**config.mk**
```make
export PLATFORM = sky130hd
export DESIGN_NAME = soalu_core
export DESIGN_NICKNAME = d
export VERILOG_FILES = /design/src/rtl/soalu_pkg.sv /design/src/rtl/soalu_core.sv
export SDC_FILE = /design/constraint.sdc
export NUM_CORES = 1
export LEC_CHECK = 0
export ABC_CLOCK_PERIOD_IN_PS = 9980
export BUFFER_PORTS_ARGS = -buffer_cell sky130_fd_sc_hd__buf_2
export CORE_MARGIN = 1
export CORE_UTILIZATION = 50
export DETAILED_ROUTE_END_ITERATION = 10
export GPL_TIMING_DRIVEN = 0
export HOLD_SLACK_MARGIN = 0.03
export PLACE_DENSITY = 0.72
export SYNTH_ARGS = -nofsm -noshare
export SYNTH_HDL_FRONTEND = slang
export SYNTH_SLANG_ARGS = --single-unit
```
**constraint.sdc**
```tcl
create_clock -name aclk -period 9.98 [get_ports aclk]
set_clock_uncertainty 0.05 [all_clocks]
set_input_delay 1.497 -clock aclk [delete_from_list [all_inputs] [get_ports aclk]]
set_output_delay 1.497 -clock aclk [all_outputs]
set_load 0.02 [all_outputs]
```
**src/rtl/soalu_pkg.sv**
```systemverilog
// Constants for the single-operand execution datapath and its register map
package soalu_pkg;

   // Register byte addresses on the AXI4-Lite slave
   localparam logic [4:0] ADDR_OPERAND = 5'h00;
   localparam logic [4:0] ADDR_INSTR   = 5'h04;
   localparam logic [4:0] ADDR_FLAGS   = 5'h08;
   localparam logic [4:0] ADDR_RESULT  = 5'h0c;
   localparam logic [4:0] ADDR_STATUS  = 5'h10;

   // Flag register layout
   localparam int FLAG_C = 0;
   localparam int FLAG_V = 1;
   localparam int FLAG_Z = 2;
   localparam int FLAG_N = 3;

   // Status register layout
   localparam int STAT_BUSY    = 0;
   localparam int STAT_ILLEGAL = 1;
   localparam int STAT_DONE    = 2;
   localparam int STAT_DST_LO  = 8;

   // Instruction fields
   localparam int INSTR_BYTE   = 15;
   localparam int DST_MODE_HI  = 5;
   localparam int DST_MODE_LO  = 3;

   // Reset values
   localparam logic [15:0] OPERAND_RST = 16'h0000;
   localparam logic [15:0] INSTR_RST   = 16'h0000;
   localparam logic [3:0]  FLAGS_RST   = 4'h0;

   // AXI responses
   localparam logic [1:0] RESP_OKAY   = 2'b00;
   localparam logic [1:0] RESP_SLVERR = 2'b10;

   // Operation codes, bits 14..6 of the instruction
   localparam logic [8:0] OPC_ZERO_FILL  = 9'h028;
   localparam logic [8:0] OPC_INVERT     = 9'h029;
   localparam logic [8:0] OPC_PLUS_ONE   = 9'h02a;
   localparam logic [8:0] OPC_MINUS_ONE  = 9'h02b;
   localparam logic [8:0] OPC_SIGN_FLIP  = 9'h02c;
   localparam logic [8:0] OPC_CARRY_ADD  = 9'h02d;
   localparam logic [8:0] OPC_CARRY_SUB  = 9'h02e;
   localparam logic [8:0] OPC_PROBE      = 9'h02f;
   localparam logic [8:0] OPC_ROT_RIGHT  = 9'h030;
   localparam logic [8:0] OPC_ROT_LEFT   = 9'h031;
   localparam logic [8:0] OPC_HALVE      = 9'h032;
   localparam logic [8:0] OPC_DOUBLE     = 9'h033;
   // Full ten-bit code, word form only
   localparam logic [9:0] OPC_BYTE_EXCH  = 10'h003;

   // Operand limits, word and byte
   localparam logic [15:0] W_MAX_POS = 16'h7fff;
   localparam logic [15:0] W_MIN_NEG = 16'h8000;
   localparam logic [15:0] W_ONES    = 16'hffff;
   localparam logic [15:0] B_MAX_POS = 16'h007f;
   localparam logic [15:0] B_MIN_NEG = 16'h0080;
   localparam logic [15:0] B_ONES    = 16'h00ff;

endpackage

```
**src/rtl/soalu_core.sv**
```systemverilog
// Single-operand execution datapath with an AXI4-Lite register slave
//
// How it works
// - Zero fill writes zero, sets Z only
// - Invert complements; N,Z from result, V=0, C=1
// - Plus one; V when operand was max positive
// - Minus one; V when operand was min negative
// - Sign flip; V when result min negative, C=nonzero
// - Probe keeps operand, sets N Z, clears V C
// - Signed halve shifts right, keeps sign, C=bit0
// - Signed double shifts left, zero fill, C=old top
// - Shifts and rotates: N,Z from result, V=N^C
// - Rotate right through carry, seventeen-bit ring, nine-bit in byte form
// - Rotate left through carry, C from top bit
// - Byte exchange swaps bytes; flags from low byte
// - Carry add adds carry for multiword arithmetic
// - Instruction bit 15 selects byte operation
// - Byte op in register mode touches low byte
// - Carry add: with carry in set, V at max positive, C at all ones
// - Carry sub: V at min negative, C cleared at 0 when carry in set
//
// Decided for this implementation: the register addresses and register access over AXI4-Lite.
`timescale 1ns/10ps
module soalu_core
   import soalu_pkg::*;
(
   // Clock and reset
   input  wire logic        aclk,
   input  wire logic        aresetn,
   // Write address channel
   input  wire logic [4:0]  s_axi_awaddr,
   input  wire logic [2:0]  s_axi_awprot,
   input  wire logic        s_axi_awvalid,
   output logic             s_axi_awready,
   // Write data channel
   input  wire logic [31:0] s_axi_wdata,
   input  wire logic [3:0]  s_axi_wstrb,
   input  wire logic        s_axi_wvalid,
   output logic             s_axi_wready,
   // Write response channel
   output logic [1:0]       s_axi_bresp,
   output logic             s_axi_bvalid,
   input  wire logic        s_axi_bready,
   // Read address channel
   input  wire logic [4:0]  s_axi_araddr,
   input  wire logic [2:0]  s_axi_arprot,
   input  wire logic        s_axi_arvalid,
   output logic             s_axi_arready,
   // Read data channel
   output logic [31:0]      s_axi_rdata,
   output logic [1:0]       s_axi_rresp,
   output logic             s_axi_rvalid,
   input  wire logic        s_axi_rready,
   // Datapath results
   output logic [15:0]      alu_result,
   output logic [3:0]       alu_flags,
   output logic             exec_done
);

   // Top bit of the operand for the selected width
   function automatic logic top_bit(input logic [15:0] x, input logic is_byte);
      top_bit = is_byte ? x[7] : x[15];
   endfunction

   // All-zero test over the selected width
   function automatic logic is_zero(input logic [15:0] x, input logic is_byte);
      is_zero = is_byte ? (x[7:0] == 8'h00) : (x == 16'h0000);
   endfunction

   // Byte-lane merge for register writes
   function automatic logic [15:0] merge16(input logic [15:0] old,
                                           input logic [31:0] data,
                                           input logic [3:0]  strb);
      merge16 = {strb[1] ? data[15:8] : old[15:8], strb[0] ? data[7:0] : old[7:0]};
   endfunction

   // Register state
   logic [15:0] operand;
   logic [15:0] instr;
   logic [3:0]  flags;
   logic [15:0] result;
   logic        go;
   logic        illegal;
   logic        done;

   // Write channel holding registers
   logic        aw_held;
   logic [4:0]  aw_addr;
   logic        w_held;
   logic [31:0] w_data;
   logic [3:0]  w_strb;
   logic        wr_fire;

   // Decoded instruction fields
   logic        is_byte;
   logic [8:0]  opc;
   logic        reg_mode;

   // Next values from the datapath
   logic [15:0] next_result;
   logic [3:0]  next_flags;
   logic        next_illegal;

   assign is_byte  = instr[INSTR_BYTE];
   assign opc      = instr[14:6];
   assign reg_mode = (instr[DST_MODE_HI:DST_MODE_LO] == 3'b000);

   // Datapath: one operation per issued instruction
   always_comb begin
      logic [15:0] mask;
      logic [15:0] maxp;
      logic [15:0] minn;
      logic [15:0] x;
      logic [15:0] r;
      logic        cin;
      logic        n;
      logic        z;
      logic        v;
      logic        c;
      logic        shift_grp;
      mask = is_byte ? B_ONES : W_ONES;
      maxp = is_byte ? B_MAX_POS : W_MAX_POS;
      minn = is_byte ? B_MIN_NEG : W_MIN_NEG;
      x    = operand & mask;
      cin  = flags[FLAG_C];
      r    = x;
      v    = flags[FLAG_V];
      c    = cin;
      n    = 1'b0;
      z    = 1'b0;
      shift_grp    = 1'b0;
      next_illegal = 1'b0;
      if ({instr[15], opc} == OPC_BYTE_EXCH) begin
         // Word only: a set bit 15 would be a different instruction
         r = {x[7:0], x[15:8]};
         v = 1'b0;
         c = 1'b0;
      end else begin
         case (opc)
            OPC_ZERO_FILL: begin
               r = 16'h0000;
               v = 1'b0;
               c = 1'b0;
            end
            OPC_INVERT: begin
               r = ~x & mask;
               v = 1'b0;
               c = 1'b1;
            end
            OPC_PLUS_ONE: begin
               r = (x + 16'h0001) & mask;
               v = (x == maxp);
            end
            OPC_MINUS_ONE: begin
               r = (x - 16'h0001) & mask;
               v = (x == minn);
            end
            OPC_SIGN_FLIP: begin
               r = (16'h0000 - x) & mask;
               v = (r == minn);
               c = (r != 16'h0000);
            end
            OPC_CARRY_ADD: begin
               r = (x + {15'h0000, cin}) & mask;
               v = (x == maxp) && cin;
               c = (x == mask) && cin;
            end
            OPC_CARRY_SUB: begin
               r = (x - {15'h0000, cin}) & mask;
               v = (x == minn);
               c = !((x == 16'h0000) && cin);
            end
            OPC_PROBE: begin
               v = 1'b0;
               c = 1'b0;
            end
            OPC_ROT_RIGHT: begin
               r = is_byte ? {8'h00, cin, x[7:1]} : {cin, x[15:1]};
               c = x[0];
               shift_grp = 1'b1;
            end
            OPC_ROT_LEFT: begin
               r = ({x[14:0], cin}) & mask;
               c = top_bit(x, is_byte);
               shift_grp = 1'b1;
            end
            OPC_HALVE: begin
               r = is_byte ? {8'h00, x[7], x[7:1]} : {x[15], x[15:1]};
               c = x[0];
               shift_grp = 1'b1;
            end
            OPC_DOUBLE: begin
               r = ({x[14:0], 1'b0}) & mask;
               c = top_bit(x, is_byte);
               shift_grp = 1'b1;
            end
            default: begin
               // Not a single-operand code: mark illegal, pass the operand through, keep the flags
               next_illegal = 1'b1;
            end
         endcase
      end
      // Byte exchange takes its flags from the low byte of the word
      n = top_bit(r, is_byte);
      z = is_zero(r, is_byte);
      if ({instr[15], opc} == OPC_BYTE_EXCH) begin
         n = r[7];
         z = (r[7:0] == 8'h00);
      end
      if (shift_grp) begin
         v = n ^ c;
      end
      if (next_illegal) begin
         next_result = operand;
         next_flags  = flags;
      end else begin
         // Register-mode byte ops keep the upper byte of the register
         if (is_byte) begin
            next_result = {reg_mode ? operand[15:8] : 8'h00, r[7:0]};
         end else begin
            next_result = r;
         end
         next_flags = {n, z, v, c};
      end
   end

   // Write channel: address and data may arrive in either order
   assign s_axi_awready = !aw_held && !s_axi_bvalid;
   assign s_axi_wready  = !w_held && !s_axi_bvalid;
   assign wr_fire       = aw_held && w_held && !s_axi_bvalid;

   always_ff @(posedge aclk) begin
      if (!aresetn) begin
         aw_held <= 1'b0;
         aw_addr <= 5'h00;
      end else if (s_axi_awvalid && s_axi_awready) begin
         aw_held <= 1'b1;
         aw_addr <= s_axi_awaddr;
      end else if (wr_fire) begin
         aw_held <= 1'b0;
      end
   end

   always_ff @(posedge aclk) begin
      if (!aresetn) begin
         w_held <= 1'b0;
         w_data <= 32'h00000000;
         w_strb <= 4'h0;
      end else if (s_axi_wvalid && s_axi_wready) begin
         w_held <= 1'b1;
         w_data <= s_axi_wdata;
         w_strb <= s_axi_wstrb;
      end else if (wr_fire) begin
         w_held <= 1'b0;
      end
   end

   // Write response; unmapped or read-only targets answer SLVERR
   always_ff @(posedge aclk) begin
      if (!aresetn) begin
         s_axi_bvalid <= 1'b0;
         s_axi_bresp  <= RESP_OKAY;
      end else if (wr_fire) begin
         s_axi_bvalid <= 1'b1;
         if (aw_addr == ADDR_OPERAND || aw_addr == ADDR_INSTR || aw_addr == ADDR_FLAGS) begin
            s_axi_bresp <= RESP_OKAY;
         end else begin
            s_axi_bresp <= RESP_SLVERR;
         end
      end else if (s_axi_bready) begin
         s_axi_bvalid <= 1'b0;
      end
   end

   // Operand register, written by software only
   always_ff @(posedge aclk) begin
      if (!aresetn) begin
         operand <= OPERAND_RST;
      end else if (wr_fire && aw_addr == ADDR_OPERAND) begin
         operand <= merge16(operand, w_data, w_strb);
      end
   end

   // Instruction register; a write issues the instruction
   always_ff @(posedge aclk) begin
      if (!aresetn) begin
         instr <= INSTR_RST;
         go    <= 1'b0;
      end else begin
         go <= wr_fire && (aw_addr == ADDR_INSTR);
         if (wr_fire && aw_addr == ADDR_INSTR) begin
            instr <= merge16(instr, w_data, w_strb);
         end
      end
   end

   // Condition flags; execution wins over a software write
   always_ff @(posedge aclk) begin
      if (!aresetn) begin
         flags <= FLAGS_RST;
      end else if (go) begin
         flags <= next_flags;
      end else if (wr_fire && aw_addr == ADDR_FLAGS && w_strb[0]) begin
         flags <= w_data[3:0];
      end
   end

   // Result and status, updated one cycle after the issue
   always_ff @(posedge aclk) begin
      if (!aresetn) begin
         result  <= 16'h0000;
         illegal <= 1'b0;
         done    <= 1'b0;
      end else if (go) begin
         result  <= next_result;
         illegal <= next_illegal;
         done    <= 1'b1;
      end else if (wr_fire && aw_addr == ADDR_INSTR) begin
         // A fresh issue clears the sticky completion bit
         done <= 1'b0;
      end
   end

   // Completion pulse for the surrounding pipeline
   always_ff @(posedge aclk) begin
      if (!aresetn) begin
         exec_done <= 1'b0;
      end else begin
         exec_done <= go;
      end
   end

   assign alu_result = result;
   assign alu_flags  = flags;

   // Read channel: one read outstanding, data registered
   assign s_axi_arready = !s_axi_rvalid;

   always_ff @(posedge aclk) begin
      if (!aresetn) begin
         s_axi_rvalid <= 1'b0;
         s_axi_rdata  <= 32'h00000000;
         s_axi_rresp  <= RESP_OKAY;
      end else if (s_axi_arvalid && s_axi_arready) begin
         s_axi_rvalid <= 1'b1;
         s_axi_rresp  <= RESP_OKAY;
         case (s_axi_araddr)
            ADDR_OPERAND: s_axi_rdata <= {16'h0000, operand};
            ADDR_INSTR:   s_axi_rdata <= {16'h0000, instr};
            ADDR_FLAGS:   s_axi_rdata <= {28'h0000000, flags};
            ADDR_RESULT:  s_axi_rdata <= {16'h0000, result};
            ADDR_STATUS: begin
               s_axi_rdata <= 32'h00000000;
               s_axi_rdata[STAT_BUSY]    <= go;
               s_axi_rdata[STAT_ILLEGAL] <= illegal;
               s_axi_rdata[STAT_DONE]    <= done;
               s_axi_rdata[STAT_DST_LO +: 6] <= instr[5:0];
            end
            default: begin
               s_axi_rdata <= 32'h00000000;
               s_axi_rresp <= RESP_SLVERR;
            end
         endcase
      end else if (s_axi_rready) begin
         s_axi_rvalid <= 1'b0;
      end
   end

endmodule // soalu_core

```
==> summary.md <==
| Metric | Value |
|---|---|
| Post-synth EDFFs | `0` |
| Worst Setup Slack, final | `4370 ps` |
| Switching power | `0.214 mW` |
| Pin count of the biggest net entering global routing | `18` |
| Max_cap viols | `0` |
| Critical Path Max Stage Delay | `710 ps` |
| Width of the die | `approximately 120 um` |
| GP Congestion | `1.01` |
| Unrepaired setup endpoints after global routing | `false` |
| Synth cell types | `91` |
| Crit path DAT | `5850 ps` |
| DR DRC count | `0` |
| Synthesized cell area | `around 0.0075 mm2` |
| Startpoint types | `register` |
| GRT Residual Overflow | `0` |
| Diodes inserted | `0` |
| Nets@finish | `1,198` |
| IO Port Bufs | `a little under 80` |
| Yosys warnings | `0` |
| FMAX | `178 MHz` |
| CTS tree | `yes` |
| # hold bufs at CTS | `0` |
| Synthesized netlist cell count | `1,020` |
| Routed WL per cell | `roughly 24 um` |
| Final ANT Viol Nets | `0` |
| Pint | `0.657 mW` |
| Switching Share | `0.246` |
| Routed WL | `31,800 um` |
| Vias post-DR | `about 8.6k` |
| Critical-path maximum fanout | `10` |
| Post-synthesis sequential area ratio | `0.271` |
| Row count | `44` |
| Min Hold Slack | `421 ps` |
| Dpl ws | `roughly 4600 ps` |
| Leakage | `3.18 nW` |
| Ys async rst share | `0` |
| Most used cell along the critical path | `clkbuf_1` |
| Num CTS Buffers | `9` |
| Final Hold Violating Endpoints | `0` |
| I/O pin count | `121` |
| CTS Sinks | `101` |
| Core box area | `between 0.01 and 0.015 mm2` |
| Clk root buf | `clkbuf_16` |
| H-tree levels | `3` |
| DRT iter0 DRCs | `1,134` |
| Worst-skew pair later-pin latency | `~350 ps` |
| Reg clk slew, reported paths | `about 70 ps` |
| Max-slew violations | `0` |
| Layout cells sized above 1 | `0.149` |
| Comb pwr share | `0.078` |
| Area Overhead vs Synth | `13.4%` |
| Clk pwr share | `0.440` |
| Cells along the critical path | `clkbuf_1 > buf_2 > clkbuf_1 > clkbuf_1 > nor2_1 > ha_1 > a211oi_1 > nor3b_1 > a2111oi_0 > o21ai_0 > a31o_2 > a211oi_2 > a21oi_1 > a2111oi_2 > a31o_1` |
| DP Wirelength | `24,000 um` |
| Worst Tran Pin Value | `1380 ps` |
| Synth Flop Type | `dfxtp_1` |
| Final setup TNS | `0 ps` |
| Starting Density | `0.514` |
| Slowest CP cell | `a2111oi_0` |
| CTS resizes | `0` |
| CTS Buffer Depth | `2` |
| Total Routing Usage GR | `0.408` |
| Minimum clock period after layout | `5610 ps` |
| Vias in the first global route | `8,106` |
| Max_slew headroom | `0.0686` |
| Sequential share of power | `0.482` |
| Mean area per synthesized cell | `7.32 um2` |
| First-pass GRT wire length | `48,500 um` |
| Hold Crit Class | `reg2reg` |
| Crit path required time | `10,230 ps` |
| Pwr dens | `103 mW/mm2` |
| WS Path Type | `reg2reg` |
| Peak supply drop | `0.000135 V` |
| Final setup viols | `0` |
| Fin crit share | `0.562` |
| Die Ht | `124 um` |
| Status | `finished, final reports clean` |
| #FFs+latches synth | `101` |
| Initial antenna violation count | `0` |
| Number of detailed-route iterations in the first pass | `6` |
| Die area | `0.0154 mm2` |
| Via density | `6.56` |
| Nature of the critical path endpoint | `register` |
| Post-CTS setup buffers | `0` |
## logic make-up (layout without fill, tap and decap cells)
group | after synthesis | after routing | synth area share
adders and majority gates | 14 | 14 | 0.0235
DFF | 101 | 101 | 0.271
buffers and inverters | 128 | 220 | 0.0794
and+or+nand+nor | 419 | 419 | 0.286
other | 1 | 18 | 0.000502
AOI/OAI and AO/OA | 308 | 308 | 0.275
xor gates and xnor gates | 13 | 13 | 0.0152
muxes | 36 | 36 | 0.0492
## power groups by stage
stage          sequential (mW)  combinational (mW)  clock (mW)
4_1_cts                  0.419              0.0675       0.383
6_report                 0.419              0.0683       0.383
3_5_place_dp             0.428              0.0672           0
3_3_place_gp             0.428              0.0663           0
2_1_floorplan            0.427              0.0463           0
5_1_grt                  0.420              0.0753       0.403
## area by class of cell
type / count / area (um2)
Buffer: 107 / 514
Clock buffer: 9 / 225
Clock inverter: 6 / 96.3
Fill cell: 1427 / 6060
Inverter: 21 / 78.8
Multi-Input combinational cell: 808 / 4920
Sequential cell: 101 / 2020
Tap cell: 184 / 230
Timing Repair Buffer: 77 / 385
## cells in the final DEF, fill, tap and decap left out, drive strengths merged, types with 10 or more instances in the layout
master    n
a31oi    17
o21ai    45
conb     18
nor3     31
nor2b    14
inv      22
a21oi   117
clkbuf   77
o22ai    10
nand3    57
nor2     87
nor4     14
a222oi   16
buf     116
and3     10
nand2   123
mux2i    30
nand2b   16
nand3b   11
a211oi   18
ha       14
dfxtp   101
## critical path: cells and delay by family (launching register included)
kind / cells / cell delay (ps)
AO/OA/AOI/OAI: 8 / 2480
adder cells (fa/ha/maj): 1 / 410
buffers and inverters: 4 / 2080
flip-flops: 1 / 340
AND/OR/NAND/NOR: 2 / 180
## state kept, by name, indices dropped and copies added, names as in the netlist
register      flops
alu_result       16
instr            16
operand          16
s_axi_rdata      16
w_data           16
aw_addr           5
alu_flags         4
w_strb            2
aw_held           1
done              1
exec_done         1
go                1
illegal           1
s_axi_bresp       1
s_axi_bvalid      1
s_axi_rresp       1
s_axi_rvalid      1
w_held            1
## path summary, 6_finish.rpt
path | from | endpoint | slack, ps | depth (start not counted)
hold reg to reg | done | done | 420 | 1
hold / removal | done | done | 420 | 1
setup / recovery | instr[15] | alu_flags[3] | 4370 | 15
setup reg to reg | instr[15] | alu_flags[3] | 4370 | 15
## Yosys cell counts, types with 7 or more instances
master / count / share of area
nor2b_1: 14 / 0.012
and3_1: 10 / 0.0084
and2_1: 9 / 0.0075
or3_1: 9 / 0.0075
nor3_1: 27 / 0.018
a21oi_1: 117 / 0.078
nand2b_1: 15 / 0.013
buf_2: 12 / 0.0080
a211oi_1: 16 / 0.016
nor4_1: 13 / 0.011
nand4_1: 7 / 0.0059
nand3_1: 56 / 0.038
nor2_1: 85 / 0.043
mux2i_1: 30 / 0.040
a31oi_1: 17 / 0.014
ha_1: 14 / 0.023
xnor2_1: 8 / 0.0094
o21ai_0: 43 / 0.029
a222oi_1: 16 / 0.021
buf_4: 18 / 0.018
o22ai_1: 10 / 0.0084
o211ai_1: 9 / 0.0090
inv_1: 19 / 0.0095
nand2_1: 123 / 0.062
nor3b_1: 7 / 0.0070
dfxtp_1: 101 / 0.27
nand3b_1: 10 / 0.010
clkbuf_1: 68 / 0.034
## metal layers
metal	vias to the layer above	share of wire	GRT usage
met2	576	0.44	0.627
met1	3980	0.39	0.514
met5	-	0	0
met4	0	0.059	0.227
met3	125	0.12	0.113
li1	3938	-	-
## through the flow
step	instance area, um2	instances	util	power (mW)
3_5_place_dp	8150	1298	0.561	0.496
5_1_grt	8470	1313	0.583	0.899
2_1_floorplan	7530	1037	-	0.473
6_report	8470	1313	0.583	0.870
3_3_place_gp	8150	1298	0.561	0.495
4_1_cts	8470	1313	0.583	0.870
Power figures use the tool's default switching activity.
